`src/cdt_pkg.sv`:
```
package cdt_pkg;

  localparam int           CDT_TIMER_W     = 8;
  localparam int           CDT_NUM_TIMERS  = 4;
  localparam int           CDT_PRESCALE    = 8;
  localparam int           CDT_PRESCALE_W  = 3;
  localparam logic [2:0]   CDT_PRESCALE_LAST = 3'h7;
  localparam logic [7:0]   CDT_COUNT_RST   = 8'h00;
  localparam logic [7:0]   CDT_RELOAD_RST  = 8'h00;
  localparam logic [15:0]  CDT_PAIR_ONE    = 16'h0001;
  localparam logic [7:0]   CDT_BYTE_ONE    = 8'h01;

endpackage

```
`src/cdt_tick_if.sv`:
```
`timescale 1ns/1ps
interface cdt_tick_if;
  logic tick;
  modport src (output tick);
  modport snk (input  tick);
endinterface

```
`src/cdt_timer_top.sv`:
```
`timescale 1ns/1ps
module cdt_timer_top
  import cdt_pkg::*;
#(
  parameter int NUM_TIMERS = CDT_NUM_TIMERS
) (
  // Clock and reset
  input  wire logic                                 ref_clk_i,
  input  wire logic                                 reset_i,
  // Software register writes
  input  wire logic [NUM_TIMERS-1:0]                count_wr_i,
  input  wire logic [NUM_TIMERS-1:0]                reload_wr_i,
  input  wire logic [CDT_TIMER_W-1:0]               wdata_i,
  input  wire logic                                 ctrl_wr_i,
  input  wire logic [NUM_TIMERS-1:0]                ctrl_enable_i,
  input  wire logic [NUM_TIMERS-1:0]                ctrl_autoreload_i,
  input  wire logic [NUM_TIMERS/2-1:0]              ctrl_cascade_i,
  // Register read-back
  output logic      [NUM_TIMERS-1:0][CDT_TIMER_W-1:0] count_o,
  output logic      [NUM_TIMERS-1:0][CDT_TIMER_W-1:0] reload_o,
  output logic      [NUM_TIMERS-1:0]                enable_o,
  output logic      [NUM_TIMERS-1:0]                autoreload_o,
  output logic      [NUM_TIMERS/2-1:0]              cascade_o,
  // Interrupt requests
  output logic      [NUM_TIMERS-1:0]                irq_o
);

  localparam int NP = NUM_TIMERS / 2;

  if (NUM_TIMERS < 2 || (NUM_TIMERS % 2) != 0) begin : g_bad_count
    $error("NUM_TIMERS must be even and at least 2");
  end

  typedef struct packed {
    logic [NUM_TIMERS-1:0][CDT_TIMER_W-1:0] count;
    logic [NUM_TIMERS-1:0][CDT_TIMER_W-1:0] reload;
    logic [NUM_TIMERS-1:0]                  enable;
    logic [NUM_TIMERS-1:0]                  autoreload;
    logic [NP-1:0]                          cascade;
    logic [NUM_TIMERS-1:0]                  irq;
  } cdt_state_t;

  cdt_state_t              s;
  cdt_state_t              next_s;
  logic [NUM_TIMERS-1:0]   shot_clear;
  logic [2*CDT_TIMER_W-1:0] pair_val;
  cdt_tick_if              tick_if ();

  cdt_prescaler u_prescaler (
    .ref_clk_i (ref_clk_i),
    .reset_i   (reset_i),
    .tick_if   (tick_if.src)
  );

  always_comb begin
    next_s     = s;
    next_s.irq = '0;
    shot_clear = '0;
    pair_val   = '0;
    if (tick_if.tick) begin
      for (int p = 0; p < NP; p++) begin
        if (s.cascade[p]) begin
          // The cascaded pair timer runs on the even timer's enable
          pair_val = {s.count[2*p+1], s.count[2*p]};
          if (s.enable[2*p]) begin
            if (pair_val <= CDT_PAIR_ONE) begin
              next_s.irq[2*p]       = 1'b1;
              next_s.count[2*p+1]   = s.reload[2*p+1];
              next_s.count[2*p]     = s.reload[2*p];
            end else begin
              {next_s.count[2*p+1], next_s.count[2*p]} = pair_val - CDT_PAIR_ONE;
            end
          end
        end else begin
          for (int j = 0; j < 2; j++) begin
            if (s.enable[2*p+j]) begin
              // Enabled timers start from the count they hold
              if (s.count[2*p+j] <= CDT_BYTE_ONE) begin
                next_s.irq[2*p+j] = 1'b1;
                if (s.autoreload[2*p+j]) begin
                  next_s.count[2*p+j] = s.reload[2*p+j];
                end else begin
                  next_s.count[2*p+j] = CDT_COUNT_RST;
                  shot_clear[2*p+j]   = 1'b1;
                end
              end else begin
                next_s.count[2*p+j] = s.count[2*p+j] - CDT_BYTE_ONE;
              end
            end
          end
        end
      end
    end
    // Software writes land after the writeback so they win; a single-shot stop still clears enable
    for (int i = 0; i < NUM_TIMERS; i++) begin
      if (count_wr_i[i]) begin
        next_s.count[i] = wdata_i;
      end
      if (reload_wr_i[i]) begin
        next_s.reload[i] = wdata_i;
      end
    end
    if (ctrl_wr_i) begin
      next_s.enable     = ctrl_enable_i;
      next_s.autoreload = ctrl_autoreload_i;
      next_s.cascade    = ctrl_cascade_i;
    end
    next_s.enable = next_s.enable & ~shot_clear;
  end

  always_ff @(posedge ref_clk_i) begin
    if (reset_i) begin
      s         <= '0;
      s.count   <= {NUM_TIMERS{CDT_COUNT_RST}};
      s.reload  <= {NUM_TIMERS{CDT_RELOAD_RST}};
    end else begin
      s <= next_s;
    end
  end

  assign count_o      = s.count;
  assign reload_o     = s.reload;
  assign enable_o     = s.enable;
  assign autoreload_o = s.autoreload;
  assign cascade_o    = s.cascade;
  assign irq_o        = s.irq;

  a_idle_hold: assert property (@(posedge ref_clk_i) disable iff (reset_i)
    (!s.enable[0] && !s.cascade[0] && !count_wr_i[0]) |=> $stable(count_o[0]))
    else $error("idle timer count changed");

  a_dec_step: assert property (@(posedge ref_clk_i) disable iff (reset_i)
    (tick_if.tick && s.enable[0] && !s.cascade[0] && s.count[0] > CDT_BYTE_ONE
     && !count_wr_i[0]) |=> count_o[0] == $past(count_o[0]) - CDT_BYTE_ONE)
    else $error("timer did not decrement by one");

  a_irq_zero: assert property (@(posedge ref_clk_i) disable iff (reset_i)
    (tick_if.tick && s.enable[0] && !s.cascade[0] && s.count[0] <= CDT_BYTE_ONE)
    |=> irq_o[0] ##1 !irq_o[0])
    else $error("zero did not raise a one-cycle interrupt");

  a_reload_copy: assert property (@(posedge ref_clk_i) disable iff (reset_i)
    (tick_if.tick && s.enable[0] && !s.cascade[0] && s.autoreload[0]
     && s.count[0] <= CDT_BYTE_ONE && !count_wr_i[0] && !reload_wr_i[0] && !ctrl_wr_i)
    |=> count_o[0] == reload_o[0] && enable_o[0])
    else $error("auto-reload did not copy reload value");

  a_single_stop: assert property (@(posedge ref_clk_i) disable iff (reset_i)
    (tick_if.tick && s.enable[0] && !s.cascade[0] && !s.autoreload[0]
     && s.count[0] <= CDT_BYTE_ONE) |=> !enable_o[0])
    else $error("single-shot timer kept its enable");

  a_casc_irq: assert property (@(posedge ref_clk_i) disable iff (reset_i)
    (tick_if.tick && s.cascade[0] && s.enable[0]
     && {s.count[1], s.count[0]} <= CDT_PAIR_ONE) |=> irq_o[0] && !irq_o[1])
    else $error("cascaded pair interrupt not on even timer");

  a_casc_reload: assert property (@(posedge ref_clk_i) disable iff (reset_i)
    (tick_if.tick && s.cascade[0] && s.enable[0] && {s.count[1], s.count[0]} <= CDT_PAIR_ONE
     && count_wr_i[1:0] == 2'h0 && reload_wr_i[1:0] == 2'h0 && !ctrl_wr_i)
    |=> {count_o[1], count_o[0]} == {reload_o[1], reload_o[0]} && enable_o[0])
    else $error("cascaded pair did not reload and run on");

  a_casc_carry: assert property (@(posedge ref_clk_i) disable iff (reset_i)
    (tick_if.tick && s.cascade[0] && s.enable[0] && s.count[0] == CDT_COUNT_RST
     && s.count[1] != CDT_COUNT_RST && count_wr_i[1:0] == 2'h0)
    |=> count_o[1] == $past(count_o[1]) - CDT_BYTE_ONE && count_o[0] == 8'hFF)
    else $error("low byte did not borrow from high byte");

  a_sw_wins: assert property (@(posedge ref_clk_i) disable iff (reset_i)
    count_wr_i[0] |=> count_o[0] == $past(wdata_i))
    else $error("software count write lost");

  a_tick_only: assert property (@(posedge ref_clk_i) disable iff (reset_i)
    (!tick_if.tick && !count_wr_i[0]) |=> $stable(count_o[0]))
    else $error("count moved off a tick");

endmodule

```
`src/cdt_prescaler.sv`:
```
`timescale 1ns/1ps
module cdt_prescaler
  import cdt_pkg::*;
(
  // Clock and reset
  input  wire logic ref_clk_i,
  input  wire logic reset_i,
  // Tick out
  cdt_tick_if.src   tick_if
);

  typedef struct packed {
    logic [CDT_PRESCALE_W-1:0] cnt;
    logic                      tick;
  } cdt_pre_state_t;

  cdt_pre_state_t s;
  cdt_pre_state_t next_s;

  always_comb begin
    next_s      = s;
    next_s.cnt  = s.cnt + 3'h1;
    next_s.tick = (s.cnt == CDT_PRESCALE_LAST);
  end

  always_ff @(posedge ref_clk_i) begin
    if (reset_i) begin
      s <= '0;
    end else begin
      s <= next_s;
    end
  end

  assign tick_if.tick = s.tick;

  // One tick in every eighth clock
  a_tick_period: assert property (@(posedge ref_clk_i) disable iff (reset_i)
    s.tick |=> !s.tick [*7] ##1 s.tick)
    else $error("tick period is not eight clocks");

endmodule

```
`config.mk`:
```
export PLATFORM = sky130hd
export DESIGN_NAME = cdt_timer_top
export DESIGN_NICKNAME = d
export VERILOG_FILES = /design/src/cdt_pkg.sv /design/src/cdt_tick_if.sv /design/src/cdt_timer_top.sv /design/src/cdt_prescaler.sv
export SDC_FILE = /design/constraint.sdc
export NUM_CORES = 1
export LEC_CHECK = 0
export ABC_CLOCK_PERIOD_IN_PS = 2300
export BUFFER_PORTS_ARGS = -buffer_cell sky130_fd_sc_hd__buf_2
export CORE_MARGIN = 2
export CORE_UTILIZATION = 50
export DETAILED_ROUTE_END_ITERATION = 7
export GPL_ROUTABILITY_DRIVEN = 0
export HOLD_SLACK_MARGIN = 0.1
export PLACE_DENSITY = 0.86
export SLEW_MARGIN = 20
export SYNTH_ARGS = -nofsm -noshare
export SYNTH_HDL_FRONTEND = slang
export SYNTH_SLANG_ARGS = --single-unit
```
`constraint.sdc`:
```
create_clock -name ref_clk_i -period 2.3 [get_ports ref_clk_i]
set_input_delay 0.115 -clock ref_clk_i [delete_from_list [all_inputs] [get_ports ref_clk_i]]
set_output_delay 0.115 -clock ref_clk_i [all_outputs]
set_load 0.03 [all_outputs]
```
Yosys cells after proc, flatten, opt, wreduce, memory -nomap -nowiden
Index checks and enable logic that the tools add are counted.
{ "word_totals": {"output_inout_bits": 78, "word_cells": 103, "reg_bits": 82, "input_bits": 29} }
{ "classes": {"n_bitwise": 5, "n_mux": 51, "addsub": 7, "order_cmp": 6, "n_reduce_logical": 15, "n_eq_ne": 3} }
{ "op_table": {"columns": ["cell", "n"], "rows": [
  ["$mux 8", 16],
  ["$mux 16", 6],
  ["$le 16x1->1 const B", 2],
  ["$le 8x1->1 const B", 4],
  ["$mux 32", 1],
  ["$sub 16x1->16 const B", 2],
  ["$sub 8x1->8 const B", 4],
  ["$mux 1", 24],
  ["$reduce_bool 2->1", 6],
  ["$mux 10", 1],
  ["$reduce_or 4->1", 2],
  ["$ne 3x2->1 const B", 2],
  ["$reduce_and 3->1", 2],
  ["$reduce_bool 3->1", 2],
  ["$and 4x4->4", 1],
  ["$mux 2", 2],
  ["$mux 4", 1],
  ["$not 4->4", 1],
  ["$reduce_and 2->1", 2],
  ["$add 3x1->3 const B", 1],
  ["$eq 3x3->1 const B", 1],
  ["$not 1->1", 3],
  ["$reduce_or 2->1", 1]
]} }

Longest topological paths before layout
Gate-level depths: netlist (run 1).
{ "logic_depth": {"ltp_word": 7, "depth_mapped": 9, "depth_no_buf": 7} }

Modules after synthesis
A second synthesis (run 1) with hierarchy kept.
{ "hier_totals": {"hier_cells": 603, "hier_area_um2": 4873.4} }
{ "modules_own_cells": {"columns": ["mod", "cells_per_inst", "seq_area_each_um2", "area_each_um2", "instances"], "rows": [
  ["cdt_timer_top", 593, 1561.5, 4745.8, 1],
  ["cdt_prescaler", 10, 80.1, 127.6, 1]
]} }

Worst setup path after synthesis (run 1)
Ideal clock, no wire load.
{ "synth_path": {"path_type": "register to register", "start": "register s (netlist bit count_o[8])", "end": "register s (netlist bit count_o[5])", "path_stages_with_launch": 10, "setup_time_ps": 68, "t_required_ps": 2232, "t_arrival_ps": 2407, "path_buffers": 2, "path_slack_ps": -175, "period_less_slack_ps": 2475, "cell_sequence": "dfxtp_1 -> clkbuf_1 -> inv_1 -> ha_1 -> nor3b_2 -> a21oi_1 -> or2_1 -> buf_6 -> a2111o_1 -> a21oi_2"} }
{ "synth_between": {"elab_chain_cells": 6} }
{ "synth_lines": {"columns": ["item", "line", "rtl"], "rows": [
  ["start: declaration", "cdt_timer_top.sv:43", "cdt_state_t s;"],
  ["start signal: assignment", "cdt_timer_top.sv:117", "s <= next_s;"],
  ["$le 16x1->1", "cdt_timer_top.sv:66", "if (pair_val <= CDT_PAIR_ONE) begin"],
  ["$mux 16", "cdt_timer_top.sv:66", null],
  ["$mux 16", "cdt_timer_top.sv:65", "if (s.enable[2*p]) begin"],
  ["$mux 16", "cdt_timer_top.sv:62", "if (s.cascade[p]) begin"],
  ["$mux 32", "cdt_timer_top.sv:60", "if (tick_if.tick) begin"],
  ["$mux 8", "cdt_timer_top.sv:96", "if (count_wr_i[i]) begin"]
]} }
Every way passes these cells. The select of a mux whose other input is x is not followed.
A chain may end at the register's enable or synchronous reset.

Worst setup path after layout (run 1)
{ "layout_path": {"start": "register s (netlist bit count_o[5])", "end": "register s (netlist bit count_o[0])"} }
{ "layout_between": {"elab_chain_cells": 6, "word_cells_on_any_way": 9, "cone_classes": "order compare (2); mux (7)"} }
{ "layout_lines": {"columns": ["item", "line"], "rows": [
  ["$le 16x1->1 / $le 8x1->1 (equally long branches)", "cdt_timer_top.sv:66, cdt_timer_top.sv:78"],
  ["$mux 16 / $mux 8 (equally long branches)", "cdt_timer_top.sv:66, cdt_timer_top.sv:78"],
  ["$mux 16 / $mux 8 (equally long branches)", "cdt_timer_top.sv:65, cdt_timer_top.sv:76"],
  ["$mux 16 *", "cdt_timer_top.sv:62"],
  ["$mux 32 *", "cdt_timer_top.sv:60"],
  ["$mux 8 *", "cdt_timer_top.sv:96"]
]} }
Mark *: on every way between the ends. The rest lies on a longest branch, timed or not. The select of a mux whose other input is x is not followed.

==> key figures, run 1 <==
Logic synthesis
  – Post-Synthesis Net Count: approximately 660
  – Post-Syn Area: 0.00501 sq mm
  – Top-count cell post-synth: dfxtp_1
  – Mux contribution to synthesized area: 9.26%
  – Simple-gate area share of the yosys netlist: a little over a fifth
  – Top post-synthesis cells by area: dfxtp_1, mux2i_1, nor2_1
  – Adder-cell area share of the yosys netlist: ~2.5%
  – Post-synth EDFFs: 0
  – Post-synthesis sequential area ratio: about a third
  – Flops & latches, synth: a little over 80
  – Synth warn: 0
  – Synth Flop Type: dfxtp_1
  – Post-Syn Instances: 618
  – Synth top cells by count: dfxtp_1, nor2_1, clkbuf_1, mux2i_1
  – XOR/XNOR Fraction of Synth Area: 3.49%
  – Mean Syn Cell Area: roughly 8 sq um
  – Synth Area in Compound Gates: between 20% and 30%
  – Synth async-reset ratio: 0%
  – Area leader, netlist: dfxtp_1
  – Distinct cell type count after synthesis: 67
  – Main combinational cell family by area after synthesis: compound AO/OA/AOI/OAI gates
  – Post-synth top area share: 32.7%

Clock tree
  – CTS max path bufs: 2
  – CTS Sinks: 82
  – Worst-path clk slew: ~100 ps
  – Total CTS buffers: 9
  – Skew-Pair Late Insertion Delay: 370 ps
  – Htree depth: 3
  – Root buffer cell: clkbuf_8
  – CTS tree: built

GRT
  – Initial antenna violation count: 0
  – Largest net degree at the start of global routing: 69
  – First-pass GRT wire length: 26.9 mm
  – Global Route Usage Sum: between 30% and 40%
  – Number of global-route vias before repair: approximately 5300
  – Grt ovf: 0

STA
  – Setup TNS: -23.1 ps
  – Fin. Hold Viols: 0
  – Clock skew: 9.83 ps
  – Hold WS: around 100 ps
  – Final Critical Period: 2320 ps
  – Fmax: between 400 and 500 MHz
  – Max Slew Vio Count: 0
  – Worst Tran Pin Value: 644 ps
  – Slew headroom: ~57%
  – Endpoints failing setup: 3
  – Period utilization: 101%
  – Final worst slack: -18.7 ps
  – RSZ-0062 raised after global routing: yes

Cells and area
  – Non-Filler Instances: roughly 900
  – Final-stage net count: approximately 780
  – Core Util, Final: 64.4%
  – Fillers: 823
  – Layout cells sized above 1: 27.5%
  – N_diodes: 0
  – Layout area overhead: 25.6%

Floorplan
  – Die Y: about 100 um
  – I/O Pins: ~110
  – Core Area: approximately 0.0098 sq mm
  – Die Wd: 104 um
  – Die area: between 0.01 and 0.015 sq mm
  – Starting Density: 51.3%
  – Row cnt: 36

Power
  – Clock power frac: between 30% and 40%
  – Pwr dens: 636 mW/mm^2
  – Comb power frac: between 20% and 30%
  – Leakage: roughly 2.7 nW
  – Sequential power share: between 40 and 50%
  – Worst VDD drop: between 0.4 and 0.5 mV
  – Psw: between 1 and 1.5 mW
  – Switch share: 36.1%
  – Pint: ~2.6 mW

Setup path
  – CP Data Arrival Time: 2570 ps
  – CP Max Fanout: 8
  – Worst Setup End Kind: flop
  – Critical path class: flop to flop
  – Crit start category: flop
  – Worst EP required: 2560 ps

Detailed routing
  – Routed vias: approximately 5600
  – DR DRC count: 0
  – Initial DRT Pass Iterations: 7
  – Routed WL per cell: between 15 and 20 um
  – Vias per inst: roughly 6.4
  – 1st-iter DRT viols: around 540
  – ANT nets after route: 0
  – Final WL: approximately 17 mm

Run status
  – Failing checks: negative setup slack
  – Outcome: finished with violations

Job
  – MaxCap Viol Count: 0

Placement
  – Hpwl dp: ~12 mm
  – Pre-CTS setup slack: -30.9 ps
  – PortBufs: 106
  – Dpl cells: approximately 840

Worst hold path
  – Worst Hold Class: input port to flop
-- routing by layer --
| metal | GRT usage, % | part of all wire [%] | up-vias |
|---|---|---|---|
| met4 | 12.8 | 3.3 | 0 |
| met3 | 3.76 | 7.9 | 56 |
| li1 | - | - | 2523 |
| met5 | 0 | 0 | - |
| met2 | 50.4 | 47 | 353 |
| met1 | 39.9 | 42 | 2678 |
-- layout make-up --
cell class | instances | area (sq um) | area share, %
clock buffer | 10 | 149 | 2.36
clock inverter | 6 | 77.6 | 1.23
inverter | 17 | 63.8 | 1.01
multi-input combinational | 463 | 3180 | 50.5
sequential | 82 | 1650 | 26.2
tap | 133 | 166 | 2.64
timing repair buffer | 163 | 1010 | 16.0
-- registers in the layout (all words and copies together), names as in the netlist --
name                      count
count_o                      32
u_prescaler.s                 3
enable_o                      4
u_prescaler.tick_if.tick      1
autoreload_o                  4
cascade_o                     2
reload_o                     32
irq_o                         4
-- repair_timing --
action,CTS,global route
pin swaps,0,4
hold buffers,13,0
setup buffers,0,2
resized for setup,5,10
cloned,0,0
endpoints found under the setup margin,7,16
endpoints found under the hold margin,13,0
-- metrics by stage --
step | power [mW] | cell area (sq um)
finish | 4.00 | 6300
floorplan | 2.39 | 5060
CTS | 3.96 | 6230
global route | 4.15 | 6300
global placement | 2.70 | 5860
detailed placement | 2.75 | 5860
-- cells in the final DEF, fill, tap and decap left out, types with 5 or more instances in the layout --
cell	instances
ha_1	8
mux2i_1	43
buf_4	42
or2_2	5
a21oi_1	37
or3_1	7
nor4_1	9
nor2b_1	5
or4_1	6
nand4_1	7
o22ai_1	11
o211ai_1	5
inv_1	17
xnor2_1	16
nand3_1	9
nor2_1	61
nor3_1	28
o21ai_0	26
o31ai_1	10
clkbuf_8	9
a211o_1	9
dlygate4sd3_1	13
dfxtp_1	79
a211oi_1	8
o31a_1	14
buf_2	106
a221oi_1	5
nand2_1	39
-- final timing paths --
path,start,endpoint,slack (ps),cells after the start
max,count_o[5]$_SDFFE_PP0P_,count_o[0]$_SDFFE_PP0P_,-20,6
min,count_wr_i[2],count_o[22]$_SDFFE_PP0P_,100,3
min reg2reg,u_prescaler.s[1]$_SDFF_PP0_,u_prescaler.s[1]$_SDFF_PP0_,440,1
max reg2reg,count_o[5]$_SDFFE_PP0P_,count_o[0]$_SDFFE_PP0P_,-20,6
-- power by group through the flow --
stage | sequential, mW | clock [mW] | combinational [mW]
4_1_cts | 1.61 | 1.21 | 1.13
5_1_grt | 1.63 | 1.26 | 1.26
6_report | 1.62 | 1.20 | 1.18
2_1_floorplan | 1.77 | 0 | 0.621
3_3_place_gp | 1.64 | 0 | 1.06
3_5_place_dp | 1.65 | 0 | 1.10
-- logic make-up (layout without fill, tap and decap cells) --
family / count (synthesis) / after routing
simple gates: 206 / 206
compound gates: 181 / 181
flops: 82 / 82
buf+inv: 73 / 196
mux: 46 / 46
xor+xnor: 20 / 20
fa+ha+maj: 10 / 10
-- worst max-delay path: stages, from the launching register on --
cell and delay, ps:
dfxtp_4 350, or4_4 530, or4_4 500, buf_4 210
a21oi_2 210, a221oi_1 120, a2111oi_0 270
(Power assumes the default switching activity.)
==> inputs of run 2 (changes only) <==
- BUFFER_PORTS_ARGS: -buffer_cell sky130_fd_sc_hd__buf_2 -> -buffer_cell sky130_fd_sc_hd__clkbuf_2
- CELL_PAD_IN_SITES_DETAIL_PLACEMENT: not set -> 0
- CELL_PAD_IN_SITES_GLOBAL_PLACEMENT: not set -> 1
- CORE_UTILIZATION: 50 -> 24
- PLACE_DENSITY: 0.86 -> 0.63
==> key figures, run 2 (same netlist as run 1, synthesis figures left out) <==
Run status
  – Outcome: finished with violations
  – Failing checks: negative setup slack

Floorplan
  – Die Wd: around 150 um
  – Die Y: about 150 um
  – Die area: between 0.02 and 0.025 sq mm
  – Row cnt: 52
  – Core Area: ~0.02 sq mm
  – Starting Density: 24.6%
  – I/O Pins: between 100 and 150

Clock tree
  – CTS tree: built
  – Setup repair bufs after CTS: 0
  – Skew-Pair Late Insertion Delay: between 300 and 400 ps
  – CTS max path bufs: 2
  – Total CTS buffers: 9
  – CTS Sinks: 82
  – Worst-path clk slew: 70 ps
  – Root buffer cell: clkbuf_16
  – Htree depth: 3

GRT
  – First-pass GRT wire length: about 30 mm
  – Number of global-route vias before repair: 5000
  – Grt ovf: 0
  – Initial antenna violation count: 0
  – Largest net degree at the start of global routing: 77
  – Global Route Usage Sum: between 10% and 20%

Cells and area
  – Core Util, Final: 32.5%
  – Final-stage net count: between 700 and 800
  – Most frequent cells in the layout: clkbuf_2, dfxtp_1, nor2_1, buf_4, mux2i_1
  – N_diodes: 0
  – Most common cell after layout, fill and taps aside: clkbuf_2
  – Layout cells sized above 1: between 20 and 30%
  – Layout area overhead: 32.1%

Power
  – Clock power frac: 34.6%
  – Psw: around 1.5 mW
  – Switch share: between 30% and 40%
  – Pint: about 2.8 mW
  – Worst VDD drop: 0.360 mV
  – Pwr dens: about 650 mW/mm^2
  – Sequential power share: 37.5%
  – Leakage: ~2.8 nW
  – Comb power frac: ~28%

Setup path
  – Worst Setup End Kind: flop
  – R2R setup slack: -30 ps
  – CP max stage cell: or4_4
  – Worst r2r dst: count_o[10]$_SDFFE_PP0P_
  – Worst Path Buf+Inv: 0
  – Worst EP required: approximately 2500 ps
  – Cell count along the critical path: 5
  – CP Data Arrival Time: about 2600 ps
  – Worst path most repeated cell: or4_4
  – CP max stage delay: 560 ps
  – Top delay family on crit path: simple AND/OR/NAND/NOR gates
  – Crit start category: flop
  – CP Max Fanout: 6
  – Reg2reg start: count_o[5]$_SDFFE_PP0P_
  – Worst path cell trace: or4_4 -> or4_4 -> or2_2 -> a311oi_2 -> o221ai_1
  – Worst Setup SP: count_o[5]$_SDFFE_PP0P_
  – Reg2reg path depth: 5
  – CP Capture Point: count_o[10]$_SDFFE_PP0P_
  – Critical path class: flop to flop

Detailed routing
  – Routed vias: 5274
  – Initial DRT Pass Iterations: 4
  – ANT nets after route: 0
  – Final WL: around 20 mm
  – Routed WL per cell: around 19 um
  – 1st-iter DRT viols: 356
  – DR DRC count: 0
  – Vias per inst: 5.16

Placement
  – Pre-CTS setup slack: -57.3 ps
  – PortBufs: ~110
  – Hpwl dp: roughly 14 mm

STA
  – Worst Tran Pin Value: 706 ps
  – Final worst slack: -32.6 ps
  – Endpoints failing setup: 3
  – Clock skew: 6.09 ps
  – RSZ-0062 raised after global routing: yes
  – Final Critical Period: 2330 ps
  – Fin. Hold Viols: 0
  – Setup TNS: -70.4 ps
  – Max Slew Vio Count: 0
  – Fmax: between 400 and 500 MHz
  – Slew headroom: between 50% and 60%
  – Period utilization: 101%

Worst hold path
  – Worst Hold Class: input port to flop

Job
  – MaxCap Viol Count: 0
-- run 2: cell count changes in the layout (fill, tap and decap cells not counted), moves of 3 or more --
cell,previous run,this run
buf_2,106,1
buf_4,42,56
clkbuf_16,1,9
clkbuf_2,0,105
clkbuf_8,9,0
dlygate4sd3_1,13,10
-- run 2: layout make-up --
class	instances	area, sq um
Inverter	17	63.8
Clock buffer	10	229
Sequential cell	82	1650
Tap cell	270	338
Fill cell	2200	13700
Clock inverter	6	66.3
Timing Repair Buffer	175	1090
Multi-Input combinational cell	463	3180
-- run 2: worst min-delay path by stage --
stage	from	depth (start not counted)	slack [ps]	endpoint
after floorplan	wdata_i[4]	2	260	count_o[4]$_SDFFE_PP0P_
after detailed placement	ctrl_autoreload_i[1]	3	360	autoreload_o[1]$_SDFFE_PP0P_
final	wdata_i[5]	3	140	reload_o[13]$_SDFFE_PP0P_
after CTS	wdata_i[5]	3	140	reload_o[13]$_SDFFE_PP0P_
after global routing	wdata_i[5]	3	170	reload_o[5]$_SDFFE_PP0P_
after global placement	ctrl_autoreload_i[1]	3	350	autoreload_o[1]$_SDFFE_PP0P_
-- run 2: power by group through the flow --
stage                     Clock (mW)  Combinational [mW]  Sequential [mW]
after global routing            1.57                1.31             1.63
after floorplan                    0               0.621             1.77
final                           1.49                1.20             1.62
after detailed placement           0                1.16             1.65
after CTS                       1.52                1.19             1.62
after global placement             0                1.17             1.65
-- run 2: layer usage --
layer | vias up | track usage [%] | wire (um)
li1 | 2561 | - | -
met1 | 2538 | 25.7 | 9850
met2 | 158 | 26.8 | 8620
met3 | 17 | 2.09 | 747
met4 | 0 | 5.62 | 285
met5 | - | 0 | 0
-- run 2: per-stage QoR --
| step | hold slack, ps | power [mW] | cell area, sq um | instances |
|---|---|---|---|---|
| after CTS | 135 | 4.33 | 6560 | 1023 |
| final | 145 | 4.32 | 6630 | 1023 |
| after global placement | 354 | 2.81 | 6160 | 997 |
| after detailed placement | 361 | 2.81 | 6160 | 997 |
| after global routing | 169 | 4.50 | 6630 | 1023 |
| after floorplan | 258 | 2.39 | 5060 | 618 |
-- run 2: worst register-to-register path, cell delays in order, from the launching register on --
cell      delay (ps)
dfxtp_4          340
or4_4            530
or4_4            560
or2_2            380
a311oi_2         250
o221ai_1         150
-- run 2: repair_timing --
item	4_1_cts	5_1_grt
gates resized for setup	4	11
endpoints found under the hold margin	10	0
setup endpoints to repair	3	7
pin swaps	0	9
cloned	0	0
hold buffers	10	0
==> inputs of run 3 (changes only) <==
- ABC_CLOCK_PERIOD_IN_PS: 2300 -> 2070
- CORE_UTILIZATION: 24 -> 37
- PLACE_DENSITY: 0.63 -> 0.87
- clock period: 2.3 -> 2.07 ns (I/O delays scaled with it)
==> key figures, run 3 (same netlist as run 1, synthesis figures left out) <==
STA
  – RSZ-0062 raised after global routing: yes
  – Max Slew Vio Count: 0
  – Slew headroom: 64.4%
  – Endpoints failing setup: 16
  – Final worst slack: -157 ps
  – Clock skew: a little under 8 ps
  – Period utilization: 108%
  – Fin. Hold Viols: 0
  – Setup TNS: -1390 ps
  – Final Critical Period: 2230 ps
  – Fmax: around 450 MHz
  – Worst Tran Pin Value: 535 ps

Placement
  – Post-DP Area: around 0.006 sq mm
  – Hpwl dp: approximately 13 mm
  – PortBufs: about 110

GRT
  – GR Util met1: 33.2%
  – Global Route Usage Sum: roughly a quarter
  – Grt ovf: 0
  – Number of global-route vias before repair: between 5000 and 6000
  – M3 GR Usage: 3.63%
  – First-pass GRT wire length: 27.8 mm
  – Largest net degree at the start of global routing: 48
  – Initial antenna violation count: 0
  – Met2 GRT Util: a little under two fifths
  – Gr busiest metal: met2

Clock tree
  – Htree depth: 3
  – Worst-path clk slew: 60 ps
  – CTS max path bufs: 2
  – CTS Sinks: 82
  – Skew-Pair Late Insertion Delay: approximately 350 ps
  – Total CTS buffers: 9
  – Root buffer cell: clkbuf_16
  – CTS tree: built

Detailed routing
  – Vias per inst: 5.94
  – ANT nets after route: 0
  – Initial DRT Pass Iterations: 5
  – DR DRC count: 0
  – 1st-iter DRT viols: 515
  – Routed WL per cell: 19.2 um
  – Final WL: 18.0 mm
  – Routed vias: around 5600

Run status
  – Failing checks: negative setup slack
  – Outcome: finished with violations

Setup path
  – Crit start category: flop
  – CP max stage cell: or4_4
  – Worst path most repeated cell: or4_4
  – CP Max Fanout: 5
  – Worst Setup End Kind: flop
  – Worst EP required: 2300 ps
  – Critical path class: flop to flop
  – CP max stage delay: about 530 ps
  – Worst path cell trace: or4_4 -> or4_4 -> buf_6 -> o31ai_4 -> a211oi_1 -> or3_1
  – CP Data Arrival Time: roughly 2500 ps

Power
  – Total power draw: 4.88 mW
  – Worst VDD drop: between 0.4 and 0.5 mV
  – Leakage: ~2.9 nW
  – Pwr dens: between 700 and 800 mW/mm^2

Floorplan
  – Starting Density: 37.9%
  – Die Y: about 120 um
  – I/O Pins: between 100 and 150
  – Row cnt: 42
  – Die area: ~0.015 sq mm
  – Core Area: 0.0132 sq mm
  – Die Wd: 120 um

Cells and area
  – Most common cell after layout, fill and taps aside: clkbuf_2
  – N_diodes: 0
  – Layout cells sized above 1: between 30% and 40%
  – Layout area overhead: 34.0%
  – Most frequent cells in the layout: clkbuf_2, dfxtp_1, nor2_1, buf_4, mux2i_1
  – Post-route cell area: 0.00672 sq mm
  – Final-stage net count: 795
  – Fillers: roughly 1300

Job
  – MaxCap Viol Count: 0

Worst hold path
  – Worst Hold Class: input port to flop
## run 3: stage by stage
step / util [%] / hold slack [ps] / setup WS (ps) / instances
6_report: 50.7 / 120 / -157 / 937
5_1_grt: 50.7 / 131 / -231 / 937
4_1_cts: 50.3 / 123 / -138 / 936
3_5_place_dp: 46.3 / 350 / -192 / 908
3_3_place_gp: 46.3 / 341 / -148 / 908
2_1_floorplan: - / 246 / -189 / 618
## run 3: final cells by class
cell class	instances	area (sq um)	area share (%)
clock buffers	11	253	3.76
clock inverters	5	52.6	0.782
inverters	17	63.8	0.950
multi-input cells	463	3300	49.2
flip-flops and latches	82	1660	24.7
well taps	176	220	3.28
repair buffers	183	1170	17.4
## run 3: critical path: cells and delay by family (launching register included)
| family | cells | cell delay, ps |
|---|---|---|
| compound gates | 2 | 250 |
| buf+inv | 1 | 160 |
| flops | 1 | 340 |
| simple gates | 3 | 1360 |
## run 3: repair_timing
item                                    in CTS  in global routing
pin swaps                                   10                  5
gates resized for setup                     24                 10
hold endpoints to repair                     9                  0
setup buffers                                4                  1
hold buffers                                 9                  0
endpoints found under the setup margin      15                 25
## run 3: power by group
group          total, mW  switching, mW  internal (mW)  leakage, nW
clock               1.67          0.676          0.994        0.151
sequential          1.80          0.130           1.67        0.680
combinational       1.40          0.833          0.570         2.02
total               4.88           1.64           3.24         2.86
## run 3: layer usage
metal | share of wire, % | vias up
li1 | - | 2575
met1 | 43 | 2640
met2 | 46 | 293
met3 | 7.1 | 55
met4 | 3.6 | 0
met5 | 0 | -
## run 3: worst paths after layout
check | start | to | slack [ps] | depth (start not counted)
min | ctrl_enable_i[0] | enable_o[0]$_SDFF_PP0_ | 120 | 3
max reg2reg | count_o[5]$_SDFFE_PP0P_ | count_o[11]$_SDFFE_PP0P_ | -160 | 6
max | count_o[5]$_SDFFE_PP0P_ | count_o[11]$_SDFFE_PP0P_ | -160 | 6
min reg2reg | u_prescaler.s[1]$_SDFF_PP0_ | u_prescaler.s[1]$_SDFF_PP0_ | 430 | 1
